**src/actr_pkg.sv**
```systemverilog
// Shared constants, op codes, register map and the instruction decoder
`default_nettype none

package actr_pkg;

   localparam int unsigned INSTR_W = 10;
   localparam int unsigned ACC_W   = 4;
   localparam int unsigned PTR_W   = 3;
   localparam int unsigned WIDE_W  = 8;
   localparam int unsigned DATA_W  = 8;
   localparam int unsigned ADDR_W  = 4;
   localparam int unsigned CNT_W   = 8;

   // Instruction words of the transfer group
   localparam logic [9:0] OPC_COPY_ACC_TO_SECOND_REG       = 10'h00E;
   localparam logic [9:0] OPC_LOAD_PORT_OUTPUT_STYLE       = 10'h2A8;
   localparam logic [9:0] OPC_LOAD_LOW3_TO_POINTER_REG     = 10'h029;
   localparam logic [9:0] OPC_PACK_TWO_NIBBLES_TO_WIDE_REG = 10'h01A;
   localparam logic [9:0] OPC_LOAD_PORT_DRIVE_CTRL_0       = 10'h228;
   localparam logic [9:0] OPC_LOAD_PORT_DRIVE_CTRL_1       = 10'h229;
   localparam logic [9:0] OPC_LOAD_PORT_DRIVE_CTRL_2       = 10'h22A;
   localparam logic [9:0] OPC_LOAD_PORT_DRIVE_CTRL_3       = 10'h22B;

   // Register map, word addresses on the plain register port
   localparam logic [3:0] ADR_SECOND_REG   = 4'h0;
   localparam logic [3:0] ADR_POINTER_REG  = 4'h1;
   localparam logic [3:0] ADR_WIDE_REG     = 4'h2;
   localparam logic [3:0] ADR_OUTPUT_STYLE = 4'h3;
   localparam logic [3:0] ADR_DRIVE_CTRL_0 = 4'h4;
   localparam logic [3:0] ADR_DRIVE_CTRL_1 = 4'h5;
   localparam logic [3:0] ADR_DRIVE_CTRL_2 = 4'h6;
   localparam logic [3:0] ADR_DRIVE_CTRL_3 = 4'h7;
   localparam logic [3:0] ADR_LAST_OP      = 4'h8;
   localparam logic [3:0] ADR_EXEC_COUNT   = 4'h9;
   localparam logic [3:0] ADR_FOREIGN_CNT  = 4'hA;

   // Values after reset
   localparam logic [3:0] RST_NIBBLE = 4'h0;
   localparam logic [2:0] RST_PTR    = 3'h0;
   localparam logic [7:0] RST_WIDE   = 8'h00;
   localparam logic [7:0] RST_COUNT  = 8'h00;
   localparam logic [7:0] RST_RDATA  = 8'h00;

   // One one-hot op per instruction of the group and one for foreign words; OP_NONE is zero
   typedef enum logic [8:0] {
      OP_NONE     = 9'h000,
      OP_TO_B     = 9'h001,
      OP_STYLE    = 9'h002,
      OP_POINTER  = 9'h004,
      OP_PACK     = 9'h008,
      OP_DRIVE_0  = 9'h010,
      OP_DRIVE_1  = 9'h020,
      OP_DRIVE_2  = 9'h040,
      OP_DRIVE_3  = 9'h080,
      OP_FOREIGN  = 9'h100
   } actr_op_t;

   // Next value of a nibble register: the instruction load wins over a bus write
   function automatic logic [3:0] actr_next_nib(input logic       op_hit,
                                                input logic [3:0] op_val,
                                                input logic       bus_hit,
                                                input logic [3:0] bus_val,
                                                input logic [3:0] cur);
      actr_next_nib = op_hit ? op_val : (bus_hit ? bus_val : cur);
   endfunction : actr_next_nib

   // Zero-extend a nibble onto the read data bus
   function automatic logic [7:0] actr_pad_nib(input logic [3:0] nib);
      actr_pad_nib = {4'h0, nib};
   endfunction : actr_pad_nib

endpackage : actr_pkg

`default_nettype wire

`timescale 1ns/10ps
`default_nettype none

// Maps one instruction word to its op; words outside the group give OP_FOREIGN
module actr_decoder
   import actr_pkg::*;
(
   input  wire logic [9:0] instr_word,
   input  wire logic       instr_valid,
   output var  actr_op_t   op
);

   wire actr_op_t word_op;

   assign word_op =
      (instr_word == OPC_COPY_ACC_TO_SECOND_REG)       ? OP_TO_B    :
      (instr_word == OPC_LOAD_PORT_OUTPUT_STYLE)       ? OP_STYLE   :
      (instr_word == OPC_LOAD_LOW3_TO_POINTER_REG)     ? OP_POINTER :
      (instr_word == OPC_PACK_TWO_NIBBLES_TO_WIDE_REG) ? OP_PACK    :
      (instr_word == OPC_LOAD_PORT_DRIVE_CTRL_0)       ? OP_DRIVE_0 :
      (instr_word == OPC_LOAD_PORT_DRIVE_CTRL_1)       ? OP_DRIVE_1 :
      (instr_word == OPC_LOAD_PORT_DRIVE_CTRL_2)       ? OP_DRIVE_2 :
      (instr_word == OPC_LOAD_PORT_DRIVE_CTRL_3)       ? OP_DRIVE_3 :
                                                         OP_FOREIGN;

   assign op = instr_valid ? word_op : OP_NONE;

endmodule : actr_decoder

`default_nettype wire

```
**src/actr_transfer.sv**
```systemverilog
// Accumulator-to-register transfer group: decode, execute and register port
//
// The register addresses and the plain strobed port were decided locally.
`timescale 1ns/10ps
`default_nettype none

// How it works
// - Word 0x00E copies all four accumulator bits into the second register.
// - Word 0x2A8 loads the accumulator into the port output structure control.
// - Word 0x029 loads accumulator bits 2..0 into the pointer; bit 3 ignored.
// - Word 0x01A puts the second register into the wide register's upper nibble.
// - The same word puts the accumulator into the low nibble, both halves together.
// - Word 0x228 loads the accumulator into port drive control 0 in one cycle.
// - Word 0x229 loads the accumulator into port drive control 1 in one cycle.
// - Word 0x22A loads the accumulator into port drive control 2 in one cycle.
// - Word 0x22B loads the accumulator into port drive control 3 in one cycle.
module actr_transfer
   import actr_pkg::*;
#(
   parameter int unsigned DATA_WIDTH = DATA_W,
   parameter int unsigned ADDR_WIDTH = ADDR_W
)
(
   input  wire logic                  ref_clk,
   input  wire logic                  rst,
   input  wire logic                  instr_valid,
   input  wire logic [INSTR_W-1:0]    instr_word,
   input  wire logic [ACC_W-1:0]      acc_val,
   input  wire logic                  carry_in,
   input  wire logic [ADDR_WIDTH-1:0] reg_addr,
   input  wire logic [DATA_WIDTH-1:0] reg_wdata,
   input  wire logic                  reg_wr,
   input  wire logic                  reg_rd,
   output logic      [DATA_WIDTH-1:0] reg_rdata,
   output logic      [ACC_W-1:0]      second_reg,
   output logic      [PTR_W-1:0]      pointer_reg,
   output logic      [WIDE_W-1:0]     wide_reg,
   output logic      [ACC_W-1:0]      port_output_structure_ctrl,
   output logic      [ACC_W-1:0]      port_drive_ctrl_0,
   output logic      [ACC_W-1:0]      port_drive_ctrl_1,
   output logic      [ACC_W-1:0]      port_drive_ctrl_2,
   output logic      [ACC_W-1:0]      port_drive_ctrl_3,
   output logic                       op_done,
   output logic                       op_foreign,
   output logic                       carry_out,
   output logic                       skip_next
);

   // Decoded op for the word presented this cycle
   actr_op_t op;

   actr_decoder u_decoder (
      .instr_word  (instr_word),
      .instr_valid (instr_valid),
      .op          (op)
   );

   // Op hit strobes
   wire logic hit_b;
   wire logic hit_style;
   wire logic hit_ptr;
   wire logic hit_pack;
   wire logic hit_drv0;
   wire logic hit_drv1;
   wire logic hit_drv2;
   wire logic hit_drv3;
   wire logic hit_any;
   wire logic hit_foreign;

   assign hit_b       = (op == OP_TO_B);
   assign hit_style   = (op == OP_STYLE);
   assign hit_ptr     = (op == OP_POINTER);
   assign hit_pack    = (op == OP_PACK);
   assign hit_drv0    = (op == OP_DRIVE_0);
   assign hit_drv1    = (op == OP_DRIVE_1);
   assign hit_drv2    = (op == OP_DRIVE_2);
   assign hit_drv3    = (op == OP_DRIVE_3);
   assign hit_foreign = (op == OP_FOREIGN);
   assign hit_any     = instr_valid & ~hit_foreign;

   // Bus write decode
   wire logic wr_b;
   wire logic wr_ptr;
   wire logic wr_wide;
   wire logic wr_style;
   wire logic wr_drv0;
   wire logic wr_drv1;
   wire logic wr_drv2;
   wire logic wr_drv3;

   assign wr_b     = reg_wr & (reg_addr == ADR_SECOND_REG);
   assign wr_ptr   = reg_wr & (reg_addr == ADR_POINTER_REG);
   assign wr_wide  = reg_wr & (reg_addr == ADR_WIDE_REG);
   assign wr_style = reg_wr & (reg_addr == ADR_OUTPUT_STYLE);
   assign wr_drv0  = reg_wr & (reg_addr == ADR_DRIVE_CTRL_0);
   assign wr_drv1  = reg_wr & (reg_addr == ADR_DRIVE_CTRL_1);
   assign wr_drv2  = reg_wr & (reg_addr == ADR_DRIVE_CTRL_2);
   assign wr_drv3  = reg_wr & (reg_addr == ADR_DRIVE_CTRL_3);

   // Register state
   logic [ACC_W-1:0]  second_q;
   logic [ACC_W-1:0]  second_d;
   logic [PTR_W-1:0]  ptr_q;
   logic [PTR_W-1:0]  ptr_d;
   logic [WIDE_W-1:0] wide_q;
   logic [WIDE_W-1:0] wide_d;
   logic [ACC_W-1:0]  style_q;
   logic [ACC_W-1:0]  style_d;
   logic [ACC_W-1:0]  drv0_q;
   logic [ACC_W-1:0]  drv0_d;
   logic [ACC_W-1:0]  drv1_q;
   logic [ACC_W-1:0]  drv1_d;
   logic [ACC_W-1:0]  drv2_q;
   logic [ACC_W-1:0]  drv2_d;
   logic [ACC_W-1:0]  drv3_q;
   logic [ACC_W-1:0]  drv3_d;

   assign second_d = actr_next_nib(hit_b, acc_val, wr_b, reg_wdata[3:0], second_q);
   assign style_d  = actr_next_nib(hit_style, acc_val, wr_style, reg_wdata[3:0],
                                   style_q);
   assign drv0_d   = actr_next_nib(hit_drv0, acc_val, wr_drv0, reg_wdata[3:0], drv0_q);
   assign drv1_d   = actr_next_nib(hit_drv1, acc_val, wr_drv1, reg_wdata[3:0], drv1_q);
   assign drv2_d   = actr_next_nib(hit_drv2, acc_val, wr_drv2, reg_wdata[3:0], drv2_q);
   assign drv3_d   = actr_next_nib(hit_drv3, acc_val, wr_drv3, reg_wdata[3:0], drv3_q);

   // Pointer keeps only accumulator bits 2..0
   assign ptr_d = hit_ptr ? acc_val[PTR_W-1:0] :
                  (wr_ptr ? reg_wdata[PTR_W-1:0] : ptr_q);

   // Upper half takes the second register as it stood before this edge
   assign wide_d = hit_pack ? {second_q, acc_val} :
                   (wr_wide ? reg_wdata[WIDE_W-1:0] : wide_q);

   always_ff @(posedge ref_clk or posedge rst)
   begin
      if (rst)
      begin
         second_q <= RST_NIBBLE;
         ptr_q    <= RST_PTR;
         wide_q   <= RST_WIDE;
         style_q  <= RST_NIBBLE;
      end
      else
      begin
         second_q <= second_d;
         ptr_q    <= ptr_d;
         wide_q   <= wide_d;
         style_q  <= style_d;
      end
   end

   always_ff @(posedge ref_clk or posedge rst)
   begin
      if (rst)
      begin
         drv0_q <= RST_NIBBLE;
         drv1_q <= RST_NIBBLE;
         drv2_q <= RST_NIBBLE;
         drv3_q <= RST_NIBBLE;
      end
      else
      begin
         drv0_q <= drv0_d;
         drv1_q <= drv1_d;
         drv2_q <= drv2_d;
         drv3_q <= drv3_d;
      end
   end

   // Completion, carry and skip: every op finishes on the edge that takes it
   logic done_q;
   logic foreign_q;
   logic carry_q;
   logic skip_q;

   always_ff @(posedge ref_clk or posedge rst)
   begin
      if (rst)
      begin
         done_q    <= 1'b0;
         foreign_q <= 1'b0;
         carry_q   <= 1'b0;
         skip_q    <= 1'b0;
      end
      else
      begin
         done_q    <= hit_any;
         foreign_q <= hit_foreign;
         carry_q   <= carry_in;
         skip_q    <= 1'b0;
      end
   end

   // Activity record for software
   logic [8:0]       last_op_q;
   logic [8:0]       last_op_d;
   logic [CNT_W-1:0] exec_cnt_q;
   logic [CNT_W-1:0] exec_cnt_d;
   logic [CNT_W-1:0] foreign_cnt_q;
   logic [CNT_W-1:0] foreign_cnt_d;

   assign last_op_d     = hit_any ? op : last_op_q;
   assign exec_cnt_d    = hit_any ? exec_cnt_q + 8'h01 : exec_cnt_q;
   assign foreign_cnt_d = hit_foreign ? foreign_cnt_q + 8'h01 : foreign_cnt_q;

   always_ff @(posedge ref_clk or posedge rst)
   begin
      if (rst)
      begin
         last_op_q     <= OP_NONE;
         exec_cnt_q    <= RST_COUNT;
         foreign_cnt_q <= RST_COUNT;
      end
      else
      begin
         last_op_q     <= last_op_d;
         exec_cnt_q    <= exec_cnt_d;
         foreign_cnt_q <= foreign_cnt_d;
      end
   end

   // Read path: data stands only in the cycle after the read strobe
   wire logic [DATA_WIDTH-1:0] rd_mux;
   logic      [DATA_WIDTH-1:0] rdata_q;
   logic      [DATA_WIDTH-1:0] rdata_d;

   assign rd_mux =
      (reg_addr == ADR_SECOND_REG)   ? actr_pad_nib(second_q)      :
      (reg_addr == ADR_POINTER_REG)  ? {5'h00, ptr_q}              :
      (reg_addr == ADR_WIDE_REG)     ? wide_q                      :
      (reg_addr == ADR_OUTPUT_STYLE) ? actr_pad_nib(style_q)       :
      (reg_addr == ADR_DRIVE_CTRL_0) ? actr_pad_nib(drv0_q)        :
      (reg_addr == ADR_DRIVE_CTRL_1) ? actr_pad_nib(drv1_q)        :
      (reg_addr == ADR_DRIVE_CTRL_2) ? actr_pad_nib(drv2_q)        :
      (reg_addr == ADR_DRIVE_CTRL_3) ? actr_pad_nib(drv3_q)        :
      (reg_addr == ADR_LAST_OP)      ? last_op_q[7:0]              :
      (reg_addr == ADR_EXEC_COUNT)   ? exec_cnt_q                  :
      (reg_addr == ADR_FOREIGN_CNT)  ? foreign_cnt_q               :
                                       RST_RDATA;

   assign rdata_d = reg_rd ? rd_mux : RST_RDATA;

   always_ff @(posedge ref_clk or posedge rst)
   begin
      if (rst)
         rdata_q <= RST_RDATA;
      else
         rdata_q <= rdata_d;
   end

   // Outputs straight from flip-flops
   assign reg_rdata                  = rdata_q;
   assign second_reg                 = second_q;
   assign pointer_reg                = ptr_q;
   assign wide_reg                   = wide_q;
   assign port_output_structure_ctrl = style_q;
   assign port_drive_ctrl_0          = drv0_q;
   assign port_drive_ctrl_1          = drv1_q;
   assign port_drive_ctrl_2          = drv2_q;
   assign port_drive_ctrl_3          = drv3_q;
   assign op_done                    = done_q;
   assign op_foreign                 = foreign_q;
   assign carry_out                  = carry_q;
   assign skip_next                  = skip_q;

endmodule : actr_transfer

`default_nettype wire

```
**config.mk**
```make
export PLATFORM = sky130hd
export DESIGN_NAME = actr_transfer
export DESIGN_NICKNAME = d
export VERILOG_FILES = /design/src/actr_pkg.sv /design/src/actr_transfer.sv
export SDC_FILE = /design/constraint.sdc
export NUM_CORES = 1
export LEC_CHECK = 0
export BUFFER_PORTS_ARGS = -buffer_cell sky130_fd_sc_hd__buf_2
export CAP_MARGIN = 20
export CORE_MARGIN = 10
export CORE_UTILIZATION = 45
export DETAILED_ROUTE_END_ITERATION = 12
export GPL_TIMING_DRIVEN = 0
export HOLD_SLACK_MARGIN = 0.06
export PLACE_DENSITY = 0.67
export SLEW_MARGIN = 10
export SYNTH_ARGS = -nofsm -noshare
export SYNTH_HDL_FRONTEND = slang
export SYNTH_HIERARCHICAL = 1
export SYNTH_SLANG_ARGS = --single-unit
```
**constraint.sdc**
```tcl
create_clock -name ref_clk -period 3.85 [get_ports ref_clk]
set_input_delay 0.5775 -clock ref_clk [delete_from_list [all_inputs] [get_ports ref_clk]]
set_output_delay 0.5775 -clock ref_clk [all_outputs]
set_load 0.005 [all_outputs]
```
## Word-level counts from Yosys, hierarchy flattened

Index checks and enable logic that the tools add are counted.

| storage, ports and cells | value |
|---|---|
| input port bits | 32 |
| register bits after elaboration | 70 |

| cells by class | value |
|---|---|
| bitwise operators | 10 |
| muxes and demuxes | 37 |
| eq/ne operators | 27 |
| reduce and logical (&&, ||, !) cells | 9 |
| add/sub/neg operators | 2 |

Operator list:

| cell | number |
|---|---|
| $mux W8 | 14 |
| $mux W9 | 9 |
| $eq A10 B10 Y1 const B | 5 |
| $mux W4 | 12 |
| $add A8 B1 Y8 const B | 2 |
| $eq A4 B3 Y1 const B | 4 |
| $reduce_bool A2 Y1 | 8 |
| $eq A4 B4 Y1 const B | 3 |
| $eq A10 B4 Y1 const B | 1 |
| $eq A10 B5 Y1 const B | 1 |
| $eq A10 B6 Y1 const B | 1 |
| $and A1 B1 Y1 | 9 |
| $eq A9 B1 Y1 const B | 1 |
| $eq A9 B2 Y1 const B | 1 |
| $eq A9 B3 Y1 const B | 1 |
| $eq A9 B4 Y1 const B | 1 |
| $eq A9 B5 Y1 const B | 1 |
| $eq A9 B6 Y1 const B | 1 |
| $eq A9 B7 Y1 const B | 1 |
| $eq A9 B8 Y1 const B | 1 |
| $eq A9 B9 Y1 const B | 1 |
| $eq A4 B2 Y1 const B | 2 |
| $mux W3 | 2 |
| $eq A4 B1 Y1 const B | 1 |
| 2 further kinds | 2 |

## Longest topological paths before layout

| depth | value |
|---|---|
| word-level depth | 13 |
| gate-level depth with buffers | 9 |
| mapped depth without buffers | 8 |

## Hierarchy

The synthesis kept the hierarchy.

By module, submodules not included:

| module | instances | cells each | area an instance (um^2) |
|---|---|---|---|
| actr_transfer | 1 | 374 | 3,759.9 |
| actr_decoder | 1 | 28 | 196.4 |

## Worst setup path before layout

OpenSTA, ideal clock, no wires.

| path | value |
|---|---|
| path kind | in2reg |
| start | in instr_word[7] |
| end | reg exec_cnt_q[7] |
| stages | 8 |
| slack | 812 ps |
| arrival time | 2,959 ps |
| path buffers | 1 |
| cells stage by stage | or4_4 nor4b_4 nor4bb_1 nor4_4 and4_1 buf_6 nor4_1 xor2_1 |

| on the way | value |
|---|---|
| elaborated cells between the ends (all ways) | 20 |
| classes of those cells | eq/ne (9); mux (9); bitwise (2) |

RTL lines:

| element | RTL line | text |
|---|---|---|
| from (decl) | actr_transfer.sv:27 | `input wire logic [INSTR_W-1:0] instr_word,` |
| $eq A10 B10 Y1 | actr_pkg.sv:97 | `(instr_word == OPC_LOAD_PORT_DRIVE_CTRL_2) ? OP_DRIVE_2 :` |
| $mux W9 | actr_pkg.sv:97 |  |
| $mux W9 | actr_pkg.sv:96 | `(instr_word == OPC_LOAD_PORT_DRIVE_CTRL_1) ? OP_DRIVE_1 :` |
| $mux W9 | actr_pkg.sv:95 | `(instr_word == OPC_LOAD_PORT_DRIVE_CTRL_0) ? OP_DRIVE_0 :` |
| $mux W9 | actr_pkg.sv:94 | `(instr_word == OPC_PACK_TWO_NIBBLES_TO_WIDE_REG) ? OP_PACK :` |
| $mux W9 | actr_pkg.sv:93 | `(instr_word == OPC_LOAD_LOW3_TO_POINTER_REG) ? OP_POINTER :` |
| $mux W9 | actr_pkg.sv:92 | `(instr_word == OPC_LOAD_PORT_OUTPUT_STYLE) ? OP_STYLE :` |
| $mux W9 * | actr_pkg.sv:91 | `(instr_word == OPC_COPY_ACC_TO_SECOND_REG) ? OP_TO_B :` |
| $mux W9 * | actr_pkg.sv:101 | `assign op = instr_valid ? word_op : OP_NONE;` |
| named net op[0] | actr_transfer.sv:50 | `actr_op_t op;` |
| $eq A9 B9 Y1 * | actr_transfer.sv:78 | `assign hit_foreign = (op == OP_FOREIGN);` |
| $not A1 Y1 * | actr_transfer.sv:79 | `assign hit_any = instr_valid & ~hit_foreign;` |
| $and A1 B1 Y1 * | actr_transfer.sv:79 |  |
| to (signal assigned) | actr_transfer.sv:217 | `exec_cnt_q <= exec_cnt_d;` |
| to (decl) | actr_transfer.sv:197 | `logic [CNT_W-1:0] exec_cnt_q;` |

Mark *: on every way through the listed nets, which the timed path passes. The rest lies on a longest branch.
A chain may end at the register's enable or synchronous reset.

## Worst setup path in the final report

| path | value |
|---|---|
| start | in instr_word[4] |
| end | reg exec_cnt_q[7] |

Same word-level chain as after synthesis.

==> qor.yml <==
routing:
  routedWlPerCell_um: 18.2
  ant_nets: 0
  wl_met3_um: 790
  wl_mm: 10.8
  vias: 3307
  drt_pass1_iterations: 5
  drc: 0
  wirelength_met1_mm: 5.04
  highest_layer: "met4"
  first_iter_violations: 226
  wl_met2_mm: 4.82
  viasPerCell: 5.57
placed_design:
  place_ws_ns: 0.287
  gp_congestion: 0.861
  port_buffers: 69
  hpwl_mm: 8.28
final_layout:
  n_antenna_cell: 0
  areaGrowthSynthToFinish_pct: 17.3
  drive_above_1_share_pct: 23.7
  fin_nets: 517
  fill_cells: 821
timing:
  setup_tns_ns: 0
  relSlewSlack_pct: 29.3
  timing.fmax_mhz: 318
  period_minus_slack_ns: 3.15
  worst_slack_ns: 0.701
  grt_setup_unrepaired: "no"
  skew_ns: 0.0111
  max_slew.worst_pin.slew_ns: 1.05
  fin_crit_sh_pct: 81.8
  finalMaxSlewViolations: 0
  setup_violations: 0
  hold_viol: 0
yosys:
  yosysUniqueCellTypes: 54
  ys_async_sr_fraction_pct: 100
  syn-cell-area_sq_um: 3960
  ys_seq_area_share_pct: 44.3
  synth_top_area_share_pct: 44.3
  synth-seq-cells: 70
  synth-edff-count: 0
  synth-warning-count: 6
  syn_area_per_cell_sq_um: 9.84
  synth_flop_cell: "dfrtp_1"
  synth_area_leaders: "dfrtp_1, mux2i_1, a21oi_1"
  synthesis.nets: 436
  syn_inst: 402
  yosys.area.top_type: "dfrtp_1"
worst_setup_path:
  required_ns: 4.11
  crit_type: "input pin to register"
  critPathLaunchType: "input pin"
  arrival_ns: 3.41
  crit_path_max_fanout: 8
  crit_path_end_kind: "register"
power:
  switchingPower_uw: 695
  p_comb_share_pct: 24.9
  power_frac_clock_pct: 25.2
  peakVddDrop_uv: 219
  p_int_mw: 1.46
  power_density_nw_per_um2: 464
  p_leak_nw: 2.24
  sw_frac_of_total_pct: 32.3
  p_total_mw: 2.15
  pwr-share-seq_pct: 49.9
clock_network:
  postCtsSetupBuffers: 0
  cts.sinks: 70
  path_clk_slew_ns: 0.08
  root_buffer: "clkbuf_8"
  post_cts_resize_count: 0
  h-tree-depth: 3
  clock_path_buffers: 2
  cts_buffers: 9
  clkLatencyLatePin_ns: 0.34
  cts_hold_buffers: 0
  cts_tree: "built"
global_routing:
  grt.total_usage_pct: 17.0
  grt_overflow_total: 0
  first_global_vias: 3290
  antenna_found_initial: 0
  grt_pass1_wl_mm: 17.8
  grt_max_degree: 39
floorplan:
  core_sq_um: 8640
  initial_utilization_pct: 45.8
  die_width_um: 114
  io_pins: 79
  std_cell_rows: 34
  fp.dieH_um: 114
  die_area_sq_um: 12900
status:
  status: "finished, final reports clean"
hold_path:
  hold_class: "input pin to asynchronous set/reset pin"
flow_run:
  maxCapViolations: 0
==> cell usage after synthesis, types with 2 or more instances <==
library cell  instances
buf_1                 5
and3_1                2
nand4b_1              2
mux4_2                4
nor2b_1               8
buf_6                 2
mux2_2                6
nand2b_1              8
nand3_1               8
nor2_1               58
xnor2_1               6
o211ai_1              3
nor4b_1               3
nor4_1                2
mux2_4                2
and4b_1               2
mux2i_1              46
a22oi_1               2
o2bb2ai_1             4
nand3b_1              5
nor3b_1               3
nand2_1              28
xor2_1                8
o31ai_1               2
dfrtp_1              70
buf_2                 4
buf_4                 2
clkbuf_1              8
nor3_1                7
a21oi_1              45
ha_1                  2
o22ai_1               2
inv_1                 9
o21ai_0               4
nand4_1              10
clkbuf_2              2
==> cells by family (layout without fill, tap and decap cells) <==
family | after synthesis | after routing | synth area share [%]
AO/OA/AOI/OAI | 68 | 68 | 10.2
XOR/XNOR | 14 | 14 | 3.10
adder cells (fa/ha/maj) | 2 | 2 | 0.632
buffers and inverters | 33 | 117 | 4.17
flip-flops | 70 | 70 | 44.3
multiplexers | 58 | 58 | 16.4
other | 1 | 1 | 0.0948
AND/OR/NAND/NOR | 156 | 156 | 21.2
==> worst max-delay path, cell delays in order <==
cell    delay [ns]
buf_2         0.13
or4b_2        0.71
nor4_1        0.85
nor3_1        0.21
and4_1        0.27
buf_6         0.13
nor4_1        0.36
xor2_1        0.17
==> placed cells by master, fill, tap and decap left out, types with 3 or more instances in the layout <==
cell       instances
a21oi_1           45
buf_1              5
buf_2             73
clkbuf_1           9
clkbuf_8          12
dfrtp_1           70
inv_1              8
mux2_2             6
mux2i_1           46
mux4_2             4
nand2_1           28
nand2b_1           8
nand3_1            8
nand3b_1           5
nand4_1           10
nor2_1            58
nor2b_1            8
nor3_1             7
nor3b_1            3
o211ai_1           3
o21ai_0            4
o2bb2ai_1          4
xnor2_1            6
xor2_1             8
==> worst paths after layout <==
kind,startpoint,to,slack [ns],cells past startpoint
worst min-delay path,rst,second_reg[3],0.25,2
worst max register to register,port_drive_ctrl_2[1],reg_rdata[1],2.19,4
worst min register to register,exec_cnt_q[7],exec_cnt_q[7],0.48,1
min in group ref_clk,carry_in,carry_out,0.33,1
max in group asynchronous,rst,port_drive_ctrl_3[0],3.05,3
worst max-delay path,instr_word[4],exec_cnt_q[7],0.70,8
==> through the flow <==
| step | instance area, sq um | instances | utilization, % | hold slack [ns] |
|---|---|---|---|---|
| after floorplan | 3960 | 402 | - | 0.436 |
| after global placement | 4440 | 579 | 51.4 | 0.457 |
| after detailed placement | 4460 | 580 | 51.6 | 0.459 |
| after CTS | 4630 | 594 | 53.7 | 0.250 |
| after global routing | 4640 | 594 | 53.7 | 0.271 |
| final | 4640 | 594 | 53.7 | 0.248 |
==> layer usage <==
metal / up-vias / GRT usage, %
li1: 1596 / -
met1: 1580 / 23.5
met2: 117 / 25.0
met3: 14 / 4.15
met4: 0 / 6.51
met5: - / 0
==> power by group through the flow <==
| stage | Clock, mW | Sequential [mW] | Combinational, mW |
|---|---|---|---|
| final | 0.543 | 1.07 | 0.535 |
| after floorplan | 0 | 1.04 | 0.330 |
| after CTS | 0.557 | 1.07 | 0.544 |
| after global routing | 0.590 | 1.10 | 0.609 |
| after detailed placement | 0 | 1.08 | 0.544 |
| after global placement | 0 | 1.08 | 0.524 |
==> final cells by class <==
class                      instances  area, sq um  share of cell area (%)
buffer                            24          131                    2.83
clock buffer                      13          169                    3.64
clock inverter                     1         5.00                   0.108
inverter                           9         36.3                   0.782
multi-input combinational        299         2050                    44.1
sequential                        70         1750                    37.8
tap                              108          135                    2.91
timing repair buffer              70          365                    7.87
Power figures use the tool's default switching activity.
